`src/shared/sfc_pkg.sv`:
```
// constants, carrier types and decode helpers for the setting-command decoder
package sfc_pkg;

  // opcodes
  localparam logic [7:0] WRITE_LATCH_SET_CMD      = 8'h06;
  localparam logic [7:0] WRITE_LATCH_CLEAR_CMD    = 8'h04;
  localparam logic [7:0] STATUS_READ_CMD          = 8'h05;
  localparam logic [7:0] CONFIG_READ_CMD          = 8'h15;
  localparam logic [7:0] STATUS_CONFIG_WRITE_CMD  = 8'h01;
  localparam logic [7:0] BLOCK_PROTECT_SELECT_CMD = 8'h68;
  localparam logic [7:0] QUAD_CMD_MODE_ENTER      = 8'h35;
  localparam logic [7:0] QUAD_CMD_MODE_EXIT       = 8'hf5;
  localparam logic [7:0] SUSPEND_CMD              = 8'hb0;
  localparam logic [7:0] RESUME_CMD               = 8'h30;
  localparam logic [7:0] DEEP_SLEEP_ENTER_CMD     = 8'hb9;
  localparam logic [7:0] DEEP_SLEEP_RELEASE_CMD   = 8'hab;
  localparam logic [7:0] BURST_LENGTH_SET_CMD     = 8'hc0;
  localparam logic [7:0] FASTBOOT_READ_CMD        = 8'h16;
  localparam logic [7:0] FASTBOOT_WRITE_CMD       = 8'h17;
  localparam logic [7:0] FASTBOOT_ERASE_CMD       = 8'h18;

  // data byte counts
  localparam logic [2:0] FB_WRITE_BYTES = 3'h4;
  localparam logic [2:0] SR_ONLY_BYTES  = 3'h1;
  localparam logic [2:0] SR_CFG_BYTES   = 3'h2;
  localparam int         FB_BYTES       = 4;

  // bus register offsets
  localparam logic [7:0] ADR_STATUS   = 8'h00;
  localparam logic [7:0] ADR_CONFIG   = 8'h04;
  localparam logic [7:0] ADR_MODE     = 8'h08;
  localparam logic [7:0] ADR_FASTBOOT = 8'h0c;
  localparam logic [7:0] ADR_CTRL     = 8'h10;

  // field positions and reset values
  localparam int         QUAD_ENABLE_POS = 4; // bit 6 of status, in [7:2]
  localparam int         CTRL_BUSY_POS   = 0;
  localparam logic [5:0] STATUS_HI_RST   = 6'h00;
  localparam logic [7:0] CONFIG_RST      = 8'h00;
  localparam logic [7:0] BURST_RST       = 8'h00;
  localparam logic [7:0] FB_BYTE_RST     = 8'hff;
  localparam logic [7:0] IDLE_BYTE       = 8'hff;

  typedef enum logic [1:0] {
    ST_OPCODE   = 2'b00,
    ST_DATA_IN  = 2'b01,
    ST_DATA_OUT = 2'b10,
    ST_IGNORE   = 2'b11
  } sfc_state_t;

  typedef struct packed {
    logic       cs_n;
    logic       sclk;
    logic [3:0] sio;
  } sfc_pins_t;

  typedef struct packed {
    logic block_protect;
    logic suspended;
    logic deep_sleep;
    logic four_line;
  } sfc_mode_t;

  // true when the opcode exists in the present command mode
  function automatic logic cmd_defined(input logic [7:0] op,
                                       input logic       four);
    case (op)
      WRITE_LATCH_SET_CMD, WRITE_LATCH_CLEAR_CMD, STATUS_READ_CMD,
      CONFIG_READ_CMD, STATUS_CONFIG_WRITE_CMD, BLOCK_PROTECT_SELECT_CMD,
      SUSPEND_CMD, RESUME_CMD, DEEP_SLEEP_ENTER_CMD,
      DEEP_SLEEP_RELEASE_CMD, BURST_LENGTH_SET_CMD: cmd_defined = 1'h1;
      QUAD_CMD_MODE_ENTER, FASTBOOT_READ_CMD, FASTBOOT_WRITE_CMD,
      FASTBOOT_ERASE_CMD: cmd_defined = !four;
      QUAD_CMD_MODE_EXIT: cmd_defined = four;
      default: cmd_defined = 1'h0;
    endcase
  endfunction : cmd_defined

  // opcodes that shift data out of the device
  function automatic logic cmd_is_read(input logic [7:0] op);
    cmd_is_read = (op == STATUS_READ_CMD) || (op == CONFIG_READ_CMD) ||
                  (op == FASTBOOT_READ_CMD);
  endfunction : cmd_is_read

  // last clock edge of a byte: eight edges on one line, two on four
  function automatic logic byte_done(input logic [2:0] cnt,
                                     input logic       four);
    byte_done = four ? (cnt == 3'h1) : (cnt == 3'h7);
  endfunction : byte_done

endpackage : sfc_pkg

```
`src/hdl/sfc_fb_mem.sv`:
```
// fast-boot register storage with registered byte and word read ports
`timescale 1ns/10ps
module sfc_fb_mem #(
  parameter int NBYTES = 4,
  parameter int IDX_W  = 2
) (
  input  wire logic                  clk,
  input  wire logic                  rst,
  input  wire logic                  wr_en,
  input  wire logic [8*NBYTES-1:0]   wr_word,
  input  wire logic                  erase,
  input  wire logic [IDX_W-1:0]      rd_idx,
  output logic      [7:0]            rd_byte_ff,
  output logic      [8*NBYTES-1:0]   word_ff
);

  logic [7:0] mem_ff [NBYTES];

  // byte 0 is the first byte on the wire, kept in the top of the word
  always_ff @(posedge clk) begin : store
    for (int i = 0; i < NBYTES; i++) begin
      if (rst || erase) begin
        mem_ff[i] <= sfc_pkg::FB_BYTE_RST;
      end else if (wr_en) begin
        mem_ff[i] <= wr_word[8*(NBYTES-1-i) +: 8];
      end
    end
  end

  // registered reads; one cycle is far shorter than a link half period
  always_ff @(posedge clk) begin : readout
    if (rst) begin
      rd_byte_ff <= 8'h00;
      word_ff    <= '1;
    end else begin
      rd_byte_ff <= mem_ff[rd_idx];
      for (int i = 0; i < NBYTES; i++) begin
        word_ff[8*(NBYTES-1-i) +: 8] <= mem_ff[i];
      end
    end
  end

endmodule : sfc_fb_mem

```
`src/hdl/sfc_cmd_decoder.sv`:
```
// serial flash setting-command decoder with wishbone status registers
// Operation
// - opcode 06 sets write enable latch
// - opcode 04 clears write enable latch
// - opcode 05 streams status until deselect
// - opcode 15 streams configuration register
// - opcode 01 loads status, optional configuration
// - opcode 68 selects per-block protection
// - opcode 35 enters four-line, single-line only
// - opcode f5 leaves four-line, four-line only
// - opcode b0 suspends running program or erase
// - opcode 30 resumes suspended operation
// - opcode b9 enters deep sleep
// - opcode ab releases deep sleep
// - fast-boot write 17 four bytes, erase 18
// - four-line entry keeps quad enable bit
//
// The Wishbone register port and the address map were decided locally.
`timescale 1ns/10ps
module sfc_cmd_decoder (
  input  wire logic        REF_CLK,
  input  wire logic        RST,
  input  wire logic        WB_CYC_I,
  input  wire logic        WB_STB_I,
  input  wire logic        WB_WE_I,
  input  wire logic [7:0]  WB_ADR_I,
  input  wire logic [3:0]  WB_SEL_I,
  input  wire logic [31:0] WB_DAT_I,
  output logic      [31:0] WB_DAT_O,
  output logic             WB_ACK_O,
  input  wire logic        CS_N,
  input  wire logic        SCLK,
  input  wire logic [3:0]  SIO_I,
  output logic      [3:0]  SIO_O,
  output logic      [3:0]  SIO_OE
);

  sfc_pkg::sfc_pins_t  pins_s1_ff;
  sfc_pkg::sfc_pins_t  pins_s2_ff;
  logic                sclk_d_ff;
  logic                cs_d_ff;
  logic                sclk_rise;
  logic                sclk_fall;
  logic                cs_rise;
  sfc_pkg::sfc_state_t state_ff;
  sfc_pkg::sfc_state_t nxt_state;
  logic [2:0]          rx_cnt_ff;
  logic [7:0]          rx_sh_ff;
  logic [7:0]          nxt_rx_sh;
  logic [7:0]          opcode_ff;
  logic [31:0]         data_sh_ff;
  logic [2:0]          data_cnt_ff;
  logic                op_done;
  logic                exec_ok;
  logic                no_data;
  logic                write_enable_latch_ff;
  logic [5:0]          sr_hi_ff;
  logic [7:0]          cfg_ff;
  logic [7:0]          burst_ff;
  logic                four_line_ff;
  logic                deep_sleep_ff;
  logic                block_protect_ff;
  logic                suspended_ff;
  logic                busy_ff;
  logic [7:0]          stat_byte;
  logic [7:0]          tx_byte;
  logic [7:0]          tx_sh_ff;
  logic [2:0]          tx_cnt_ff;
  logic [2:0]          tx_idx_ff;
  logic [7:0]          fb_rd_byte;
  logic [31:0]         fb_word;
  logic                fb_write;
  logic                fb_erase;
  logic                wb_req;
  logic [31:0]         rd_mux;
  sfc_pkg::sfc_mode_t  mode;
  logic [5:0]          wr_sr_val;
  logic [7:0]          wr_cfg_val;

  //////////////////////////////////////////////////////////////////////////
  // pin synchronisers; only stage two and the delay stage feed logic
  always_ff @(posedge REF_CLK) begin : pin_sync
    if (RST) begin
      pins_s1_ff <= '{cs_n: 1'h1, sclk: 1'h0, sio: 4'h0};
      pins_s2_ff <= '{cs_n: 1'h1, sclk: 1'h0, sio: 4'h0};
      sclk_d_ff  <= 1'h0;
      cs_d_ff    <= 1'h1;
    end else begin
      pins_s1_ff <= '{cs_n: CS_N, sclk: SCLK, sio: SIO_I};
      pins_s2_ff <= pins_s1_ff;
      sclk_d_ff  <= pins_s2_ff.sclk;
      cs_d_ff    <= pins_s2_ff.cs_n;
    end
  end

  // edges of the link clock and end of frame
  assign sclk_rise = pins_s2_ff.sclk & ~sclk_d_ff & ~pins_s2_ff.cs_n;
  assign sclk_fall = ~pins_s2_ff.sclk & sclk_d_ff & ~pins_s2_ff.cs_n;
  assign cs_rise   = pins_s2_ff.cs_n & ~cs_d_ff;

  //////////////////////////////////////////////////////////////////////////
  // receive shift: one bit per edge on sio0, or a nibble on all four
  always_comb begin : rx_next
    nxt_rx_sh = four_line_ff ? {rx_sh_ff[3:0], pins_s2_ff.sio}
                             : {rx_sh_ff[6:0], pins_s2_ff.sio[0]};
  end

  assign op_done = sclk_rise && (state_ff == sfc_pkg::ST_OPCODE) &&
                   sfc_pkg::byte_done(rx_cnt_ff, four_line_ff);

  // opcode classification; deep sleep hears only the release opcode
  always_comb begin : classify
    if (deep_sleep_ff &&
        (nxt_rx_sh != sfc_pkg::DEEP_SLEEP_RELEASE_CMD)) begin
      nxt_state = sfc_pkg::ST_IGNORE;
    end else if (!sfc_pkg::cmd_defined(nxt_rx_sh, four_line_ff)) begin
      nxt_state = sfc_pkg::ST_IGNORE;
    end else if (sfc_pkg::cmd_is_read(nxt_rx_sh)) begin
      nxt_state = sfc_pkg::ST_DATA_OUT;
    end else begin
      nxt_state = sfc_pkg::ST_DATA_IN;
    end
  end

  // frame state; deselect returns everything to the opcode phase
  always_ff @(posedge REF_CLK) begin : link_fsm
    if (RST || pins_s2_ff.cs_n) begin
      state_ff    <= sfc_pkg::ST_OPCODE;
      rx_cnt_ff   <= 3'h0;
      rx_sh_ff    <= 8'h00;
      data_cnt_ff <= 3'h0;
    end else if (sclk_rise) begin
      rx_sh_ff <= nxt_rx_sh;
      if (sfc_pkg::byte_done(rx_cnt_ff, four_line_ff)) begin
        rx_cnt_ff <= 3'h0;
        if (state_ff == sfc_pkg::ST_OPCODE) begin
          state_ff <= nxt_state;
        end else if (state_ff == sfc_pkg::ST_DATA_IN &&
                     data_cnt_ff != 3'h7) begin
          data_cnt_ff <= data_cnt_ff + 3'h1;
        end
      end else begin
        rx_cnt_ff <= rx_cnt_ff + 3'h1;
      end
    end
  end

  // opcode and data bytes survive deselect so the end of frame can act
  always_ff @(posedge REF_CLK) begin : capture
    if (RST) begin
      opcode_ff  <= 8'h00;
      data_sh_ff <= 32'h0000_0000;
    end else if (sclk_rise && !pins_s2_ff.cs_n &&
                 sfc_pkg::byte_done(rx_cnt_ff, four_line_ff)) begin
      if (state_ff == sfc_pkg::ST_OPCODE) begin
        opcode_ff <= nxt_rx_sh;
      end else if (state_ff == sfc_pkg::ST_DATA_IN) begin
        data_sh_ff <= {data_sh_ff[23:0], nxt_rx_sh};
      end
    end
  end

  //////////////////////////////////////////////////////////////////////////
  // commands act at deselect, and only on whole bytes
  assign exec_ok    = cs_rise && (state_ff == sfc_pkg::ST_DATA_IN) &&
                      (rx_cnt_ff == 3'h0);
  assign no_data    = (data_cnt_ff == 3'h0);
  assign wr_sr_val  = (data_cnt_ff == sfc_pkg::SR_CFG_BYTES) ?
                      data_sh_ff[15:10] : data_sh_ff[7:2];
  assign wr_cfg_val = data_sh_ff[7:0];

  // write enable latch
  always_ff @(posedge REF_CLK) begin : latch_reg
    if (RST) begin
      write_enable_latch_ff <= 1'h0;
    end else if (exec_ok && no_data) begin
      if (opcode_ff == sfc_pkg::WRITE_LATCH_SET_CMD) begin
        write_enable_latch_ff <= 1'h1;
      end else if (opcode_ff == sfc_pkg::WRITE_LATCH_CLEAR_CMD) begin
        write_enable_latch_ff <= 1'h0;
      end
    end
  end

  // status and configuration write; three or more bytes are refused
  always_ff @(posedge REF_CLK) begin : sr_cfg_reg
    if (RST) begin
      sr_hi_ff <= sfc_pkg::STATUS_HI_RST;
      cfg_ff   <= sfc_pkg::CONFIG_RST;
    end else if (exec_ok &&
                 opcode_ff == sfc_pkg::STATUS_CONFIG_WRITE_CMD) begin
      if (data_cnt_ff == sfc_pkg::SR_ONLY_BYTES) begin
        sr_hi_ff <= wr_sr_val;
      end else if (data_cnt_ff == sfc_pkg::SR_CFG_BYTES) begin
        sr_hi_ff <= wr_sr_val;
        cfg_ff   <= wr_cfg_val;
      end
    end
  end

  // mode flags: line width, deep sleep, protection scheme, burst length
  always_ff @(posedge REF_CLK) begin : mode_regs
    if (RST) begin
      four_line_ff     <= 1'h0;
      deep_sleep_ff    <= 1'h0;
      block_protect_ff <= 1'h0;
      burst_ff         <= sfc_pkg::BURST_RST;
    end else if (exec_ok) begin
      case (opcode_ff)
        sfc_pkg::BLOCK_PROTECT_SELECT_CMD:
          if (no_data) block_protect_ff <= 1'h1;
        // the quad enable bit lives in sr_hi_ff and is untouched here
        sfc_pkg::QUAD_CMD_MODE_ENTER:
          if (no_data) four_line_ff <= 1'h1;
        sfc_pkg::QUAD_CMD_MODE_EXIT:
          if (no_data) four_line_ff <= 1'h0;
        sfc_pkg::DEEP_SLEEP_ENTER_CMD:
          if (no_data) deep_sleep_ff <= 1'h1;
        sfc_pkg::DEEP_SLEEP_RELEASE_CMD:
          if (no_data) deep_sleep_ff <= 1'h0;
        sfc_pkg::BURST_LENGTH_SET_CMD:
          if (data_cnt_ff == 3'h1) burst_ff <= wr_cfg_val;
        default: ;
      endcase
    end
  end

  // suspend only makes sense while software reports an operation running
  always_ff @(posedge REF_CLK) begin : suspend_reg
    if (RST || !busy_ff) begin
      suspended_ff <= 1'h0;
    end else if (exec_ok && no_data &&
                 opcode_ff == sfc_pkg::SUSPEND_CMD) begin
      suspended_ff <= 1'h1;
    end else if (exec_ok && no_data &&
                 opcode_ff == sfc_pkg::RESUME_CMD) begin
      suspended_ff <= 1'h0;
    end
  end

  // fast-boot commit needs exactly four bytes, erase needs none
  assign fb_write = exec_ok && (opcode_ff == sfc_pkg::FASTBOOT_WRITE_CMD) &&
                    (data_cnt_ff == sfc_pkg::FB_WRITE_BYTES);
  assign fb_erase = exec_ok && (opcode_ff == sfc_pkg::FASTBOOT_ERASE_CMD) &&
                    no_data;

  sfc_fb_mem #(
    .NBYTES (sfc_pkg::FB_BYTES),
    .IDX_W  (2)
  ) u_fb_mem (
    .clk        (REF_CLK),
    .rst        (RST),
    .wr_en      (fb_write),
    .wr_word    (data_sh_ff),
    .erase      (fb_erase),
    .rd_idx     (tx_idx_ff[1:0]),
    .rd_byte_ff (fb_rd_byte),
    .word_ff    (fb_word)
  );

  //////////////////////////////////////////////////////////////////////////
  // read-out byte; status shows work in progress unless suspended
  assign stat_byte = {sr_hi_ff, write_enable_latch_ff,
                      busy_ff & ~suspended_ff};

  always_comb begin : tx_pick
    case (opcode_ff)
      sfc_pkg::STATUS_READ_CMD: tx_byte = stat_byte;
      sfc_pkg::CONFIG_READ_CMD: tx_byte = cfg_ff;
      sfc_pkg::FASTBOOT_READ_CMD:
        tx_byte = (tx_idx_ff < 3'h4) ? fb_rd_byte
                                     : sfc_pkg::IDLE_BYTE;
      default: tx_byte = 8'h00;
    endcase
  end

  // shift out on falling edges: sio1 on one line, a nibble on four
  always_ff @(posedge REF_CLK) begin : tx_shift
    if (RST || pins_s2_ff.cs_n) begin
      SIO_O     <= 4'h0;
      SIO_OE    <= 4'h0;
      tx_sh_ff  <= 8'h00;
      tx_cnt_ff <= 3'h0;
      tx_idx_ff <= 3'h0;
    end else if (sclk_fall && state_ff == sfc_pkg::ST_DATA_OUT) begin
      if (tx_cnt_ff == 3'h0) begin
        if (tx_idx_ff != 3'h7) tx_idx_ff <= tx_idx_ff + 3'h1;
        if (four_line_ff) begin
          SIO_O     <= tx_byte[7:4];
          SIO_OE    <= 4'hf;
          tx_sh_ff  <= {tx_byte[3:0], 4'h0};
          tx_cnt_ff <= 3'h1;
        end else begin
          SIO_O     <= {2'h0, tx_byte[7], 1'h0};
          SIO_OE    <= 4'h2;
          tx_sh_ff  <= {tx_byte[6:0], 1'h0};
          tx_cnt_ff <= 3'h7;
        end
      end else begin
        tx_cnt_ff <= tx_cnt_ff - 3'h1;
        if (four_line_ff) begin
          SIO_O    <= tx_sh_ff[7:4];
          tx_sh_ff <= {tx_sh_ff[3:0], 4'h0};
        end else begin
          SIO_O    <= {2'h0, tx_sh_ff[7], 1'h0};
          tx_sh_ff <= {tx_sh_ff[6:0], 1'h0};
        end
      end
    end
  end

  //////////////////////////////////////////////////////////////////////////
  // wishbone slave: answer one cycle after the strobe, unmapped reads zero
  assign wb_req = WB_CYC_I & WB_STB_I & ~WB_ACK_O;
  assign mode   = '{block_protect: block_protect_ff,
                    suspended: suspended_ff,
                    deep_sleep: deep_sleep_ff,
                    four_line: four_line_ff};

  always_comb begin : rd_decode
    case ({WB_ADR_I[7:2], 2'h0})
      sfc_pkg::ADR_STATUS:   rd_mux = {24'h0, stat_byte};
      sfc_pkg::ADR_CONFIG:   rd_mux = {24'h0, cfg_ff};
      sfc_pkg::ADR_MODE:     rd_mux = {16'h0, burst_ff, 4'h0, mode};
      sfc_pkg::ADR_FASTBOOT: rd_mux = fb_word;
      sfc_pkg::ADR_CTRL:     rd_mux = {31'h0, busy_ff};
      default:               rd_mux = 32'h0;
    endcase
  end

  always_ff @(posedge REF_CLK) begin : wb_answer
    if (RST) begin
      WB_ACK_O <= 1'h0;
      WB_DAT_O <= 32'h0;
    end else begin
      WB_ACK_O <= wb_req;
      if (wb_req) WB_DAT_O <= rd_mux;
    end
  end

  // software marks a program or erase in progress; drives the status bit
  always_ff @(posedge REF_CLK) begin : ctrl_reg
    if (RST) begin
      busy_ff <= 1'h0;
    end else if (wb_req && WB_WE_I && WB_SEL_I[0] &&
                 {WB_ADR_I[7:2], 2'h0} == sfc_pkg::ADR_CTRL) begin
      busy_ff <= WB_DAT_I[sfc_pkg::CTRL_BUSY_POS];
    end
  end
endmodule : sfc_cmd_decoder

```
`config.mk`:
```
export PLATFORM = sky130hd
export DESIGN_NAME = sfc_cmd_decoder
export DESIGN_NICKNAME = d
export VERILOG_FILES = /design/src/shared/sfc_pkg.sv /design/src/hdl/sfc_fb_mem.sv /design/src/hdl/sfc_cmd_decoder.sv
export SDC_FILE = /design/constraint.sdc
export NUM_CORES = 1
export LEC_CHECK = 0
export BUFFER_PORTS_ARGS = -buffer_cell sky130_fd_sc_hd__buf_4
export CAP_MARGIN = 5
export CORE_UTILIZATION = 45
export DETAILED_ROUTE_END_ITERATION = 12
export SLEW_MARGIN = 20
export SYNTH_ARGS = -nofsm -noshare
export SYNTH_HDL_FRONTEND = slang
export SYNTH_SLANG_ARGS = --single-unit
```
`constraint.sdc`:
```
create_clock -name REF_CLK -period 3.31 [get_ports REF_CLK]
set_input_delay 0.331 -clock REF_CLK [delete_from_list [all_inputs] [get_ports REF_CLK]]
set_output_delay 0.331 -clock REF_CLK [all_outputs]
set_load 0.01 [all_outputs]
```
Word-level counts from Yosys, hierarchy flattened. Memory sizes are Yosys's and may differ from the RTL's. A register that Yosys moved wholly into a read port is not among the register bits. Cells that the tools add are included.

Bits in registers: 152. Memory bits (writable): 32. Bits of input ports: 55. Output and inout bits: 41. Word-level logic and storage cells: 197. Memories: 1.

Memories: u_fb_mem.mem_ff (words 4, bits a word 8, rd ports 5, clocked after memory_dff 5, wr ports 4, line sfc_fb_mem.sv:17) `logic [7:0] mem_ff [NBYTES];`.

Add/subtract/negate cells: 4. Magnitude comparators: 1. Equal/unequal tests: 50. Multiplexer cells: 40. Bitwise gates (word level): 20. Reductions and logical operators: 51.

Operators by type and width (count): 32-bit case mux with 5 select lines (1); 8-bit equality test (second input constant) (10); 8-bit two-way mux (9); 8-bit by 5-bit equality test with 1-bit output (second input constant) (8); 8-bit by 3-bit equality test with 1-bit output (second input constant) (6); 8-bit by 6-bit equality test with 1-bit output (second input constant) (4); 8-bit case mux with 3 select lines (1); 1-bit logical AND (18); 6-bit two-way mux (3); 3-bit AND reduction (6); 8-bit by 1-bit equality test with 1-bit output (second input constant) (2); 8-bit by 7-bit equality test with 1-bit output (second input constant) (2); 4-bit two-way mux (4); 1-bit two-way mux (13); 6-bit by 2-bit equality test with 1-bit output (second input constant) (2); 4-bit AND reduction (3); 11-bit OR reduction (1); 2-bit nonzero test (5); 3-bit by 1-bit adder with 3-bit output (second input constant) (3); 3-bit logical NOT (3); 3-bit two-way mux (3); 1-bit AND (8); 2-bit != test (second input constant) (4); 8-bit != test (second input constant) (1); other kinds (21) (46).

Longest topological paths before layout.
Depth in word-level cells: 10. Depth in mapped cells: 9. Mapped depth without buffers: 8.

Modules after synthesis. Synthesis repeated with hierarchy kept, for this count alone.

Cells, all modules: 959. Area, all modules: 9285.2 um^2.

Modules (own cells, without submodules): sfc_cmd_decoder (instances 1, cells each 785, area an instance 6825.3 um^2, seq. area each 2982.9 um^2); sfc_fb_mem (instances 1, cells each 174, area an instance 2459.9 um^2, seq. area each 1761.7 um^2).

Worst setup path after synthesis. No wires, ideal clock.

Kind: register to register. Start point: register rx_cnt_ff[0]. End point: memory u_fb_mem.mem_ff[0][0] (enable). Arrival time: 2068 ps. Slack: 853 ps. Cell stages (with the launch flop): 7. Buffers on the path: 0. Clock period less this slack: 2457 ps. Path through: dfxtp_1 inv_1 ha_1 and4bb_2 nand4b_1 or3_1 nand2_1.

RTL lines: start: declaration (line sfc_cmd_decoder.sv:47) `logic [2:0] rx_cnt_ff;`; start signal: assignment (line sfc_cmd_decoder.sv:143) `rx_cnt_ff <= rx_cnt_ff + 3'h1;`; end: declaration (line sfc_fb_mem.sv:17).

==> impl_metrics.csv <==
group,metric,value,unit
clock_tree,clk_pin_slew,0.06,ns
setup_path,critPathRequiredTime,3.56,ns
layout,fillCellCount,1805,
clock_tree,ctsResizeCount,0,
floorplanning,die_x,145,um
grt,grt_util_all_layers,19.9,%
floorplanning,dieArea,21000,um2
clock_tree,htree_levels,1,
floorplanning,rows,51,
logic_synthesis,synth_enable_flop_cells,32,
clock_tree,cts_inserted_buffers,25,
layout,syn2layout_area_growth,15.9,%
setup_path,crit_path_start,"rx_cnt_ff[0]",
layout,layout.cells.most_common_list,"189 x dfxtp_1, 118 x nor2_1, 80 x nand2_1, 77 x buf_4, 54 x a21oi_1",
logic_synthesis,ys.flop_type,"dfxtp_1",
grt,grt_pass1_vias,6176,
grt,antenna_found_initial,0,
power,combPwrFrac,3.1,%
logic_synthesis,synth_seq_cells,221,
layout,nets,1041,
routing,wirelength,21000,um
timing,rsz0062_at_grt,"false",
setup_path,critPathLaunchType,"flip-flop",
setup_path,endpoint_kind,"flip-flop",
power,p_sw_share,20.7,%
clock_tree,cts_hold_buf,1,
layout,multi_input_area,4130,um2
min_path,min-delay-start,"SIO_I[2]",
routing,drt_iter0_markers,308,
clock_tree,root_buffer,"clkbuf_16",
grt,grt_max_degree,69,
timing,slew_headroom,47.2,%
layout,layout_commonest_cell,"dfxtp_1",
min_path,hold_class,"input pin to flip-flop",
min_path,holdPathStages,2,
timing,post-route-min-period,2.61,ns
power,ir_drop,296,uV
timing,fin_crit_sh,78.9,%
logic_synthesis,synth_cells,941,
setup_path,rr_endpoint,"u_fb_mem.mem_ff[1][3]",
logic_synthesis,synth-compound-area-share,12.1,%
grt,grt_first_pass_wirelength,33600,um
power,p_leak,3.56,nW
placement,port_buffers,59,
layout,fin_cells,1259,
timing,slew_violations,0,
timing,finalHoldViolCount,0,
timing,worst_pin_slew,0.791,ns
placement,gp_congestion,0.861,
routing,postRouteAntennaNets,0,
power,internal-power,4.46,mW
logic_synthesis,netlist_area,9210,um2
logic_synthesis,synth_xor_area_share,0.380,%
logic_synthesis,syn_nets,1007,
min_path,hold_end,"pins_s1_ff[2]",
setup_path,arrival,2.86,ns
floorplanning,core_area,19800,um2
power,seqPwrFrac,49.0,%
floorplanning,start_util,46.6,%
timing,fin_skew,0.00528,ns
setup_path,critical_path_class,"flip-flop to flip-flop",
floorplanning,die-height,145,um
logic_synthesis,synth_top_cell_by_area,"dfxtp_1",
power,power.density,526,nW/um2
timing,final.setup.tns,0,ns
grt,grt.overflow.total,0,
routing,drc,0,
clock_tree,post_cts_buffers,0,
routing,vias_per_cell,5.30,
floorplanning,ios,96,
placement,hpwl,14300,um
routing,dr.pass1.iters,5,
routing,detail_route.wl_per_cell,16.7,um
flow_run,max-cap-violations,0,
clock_tree,cts.sinks,221,
power,switching_power,1.16,mW
clock_tree,cts_buffer_depth,3,
clock_tree,cts_tree,"built",
logic_synthesis,synthMuxAreaShare,8.93,%
setup_path,r2r_start,"rx_cnt_ff[0]",
timing,fmax,383,MHz
logic_synthesis,ys_async_sr_fraction,0,%
placement,dp_cells,1212,
logic_synthesis,synth_area_leaders,"dfxtp_1 41%, edfxtp_1 10%, mux2i_1 4.9%, nor2_1 4.8%, nand2_1 3.3%",
logic_synthesis,seq_area_frac_synth,51.5,%
logic_synthesis,synth_top_area_share,41.1,%
layout,drive_above_1_share,18.6,%
setup_path,cp_max_fo,31,
layout,antenna_cells,0,
power,clockPowerShare,47.9,%
logic_synthesis,yosys.area_share.simple,21.8,%
layout,area.sequential,4740,um2
clock_tree,worstSkewPairLatency,0.51,ns
logic_synthesis,synth_cell_types,66,
status,status,"finished, final reports clean",
logic_synthesis,syn_avg_cell_area,9.79,um2
setup_path,regToRegSetupSlack,0.70,ns
logic_synthesis,synth_top_family_by_area,"simple AND/OR/NAND/NOR gates",
setup_path,rr_worst_depth,8,
logic_synthesis,ys_warn_count,0,
logic_synthesis,synthAdderAreaFrac,1.49,%
routing,num_vias,6672,
timing,setup_viol,0,
## final cells by class
class | count | area share [%]
clock buffers | 42 | 7.21
well taps | 265 | 3.11
flip-flops and latches | 221 | 44.5
clock inverters | 4 | 0.457
multi-input cells | 634 | 38.7
inverters | 15 | 0.528
repair buffers | 78 | 5.51
## flip-flops by register name, indices dropped and copies added (netlist names), 2 cells and up
signal / flops
data_sh_ff: 32
tx_cnt_ff: 3
rx_sh_ff: 7
tx_idx_ff: 3
opcode_ff: 8
tx_sh_ff: 7
rx_cnt_ff: 3
sr_hi_ff: 6
state_ff: 2
SIO_OE: 2
data_cnt_ff: 3
u_fb_mem.rd_byte_ff: 8
u_fb_mem.mem_ff: 32
burst_ff: 8
pins_s2_ff: 6
SIO_O: 4
cfg_ff: 8
WB_DAT_O: 32
u_fb_mem.word_ff: 32
pins_s1_ff: 6
## worst max-delay path by stage
stage / endpoint / slack [ns]
3_5_place_dp: u_fb_mem.mem_ff[1][6] / 0.70
5_1_grt: u_fb_mem.mem_ff[1][3] / 0.56
2_1_floorplan: u_fb_mem.mem_ff[0][0] / 0.85
3_3_place_gp: u_fb_mem.mem_ff[0][7] / 0.73
6_report: u_fb_mem.mem_ff[1][3] / 0.70
4_1_cts: u_fb_mem.mem_ff[1][6] / 0.69
## power groups by stage
stage / Clock (mW) / Combinational (mW) / Sequential (mW)
after floorplan: 0 / 0.121 / 2.81
after global placement: 0 / 0.174 / 2.81
after detailed placement: 0 / 0.175 / 2.81
after CTS: 2.76 / 0.177 / 2.75
after global routing: 2.87 / 0.192 / 2.75
final: 2.69 / 0.175 / 2.75
## worst max-delay path, cell delays in order (launching register included)
cell	delay, ns
dfxtp_1	0.32
inv_1	0.14
ha_1	0.18
and4bb_2	0.28
nand4b_1	0.17
or3_1	0.46
a311oi_4	0.30
buf_4	0.38
nand2b_1	0.11
## per-layer routing
layer	global-route usage [%]	vias up	wire (um)
met2	30.9	158	9330
met5	0	-	0
met4	5.16	0	385
met1	28.6	3116	10200
met3	3.08	28	1030
li1	-	3370	-
## Yosys cell counts, types with 3 or more instances
master / n
nor3_1: 10
or4_1: 3
mux4_2: 12
and2_1: 4
o221ai_1: 5
inv_1: 15
and3_1: 3
nand3b_1: 6
nand3_1: 12
a22oi_1: 33
a31oi_1: 3
nor2b_1: 32
xnor2_1: 3
o21ai_0: 14
nand2_1: 80
buf_2: 7
buf_1: 10
nand4b_1: 5
or2_2: 37
a21oi_1: 54
edfxtp_1: 32
clkbuf_1: 49
nor3b_1: 4
nand2b_1: 39
nor4_1: 3
o32ai_1: 5
mux2_2: 9
nor2_1: 118
mux2i_1: 45
ha_1: 11
or3_1: 6
nand4_1: 4
a211oi_1: 29
nor4b_1: 4
o22ai_1: 5
dfxtp_1: 189
buf_4: 5
## logic make-up (layout without fill, tap and decap cells)
family,Yosys count,after routing
and+or+nand+nor,387,387
buffers and inverters,86,139
DFF,221,221
xor gates and xnor gates,4,4
adders and majority gates,11,11
AOI/OAI and AO/OA,166,166
muxes,66,66
## per-stage QoR
stage	instance area, um2	worst slack, ns	total power, mW	utilization [%]	hold WS (ns)
floorplan	9210	0.853	2.93	-	0.389
detailed placement	9840	0.698	2.99	49.8	0.425
global placement	9840	0.734	2.99	49.8	0.419
finish	10700	0.697	5.62	53.9	0.0353
global route	10700	0.558	5.81	53.9	0.0251
CTS	10700	0.690	5.69	53.9	0.0134
(Power assumes the default switching activity.)
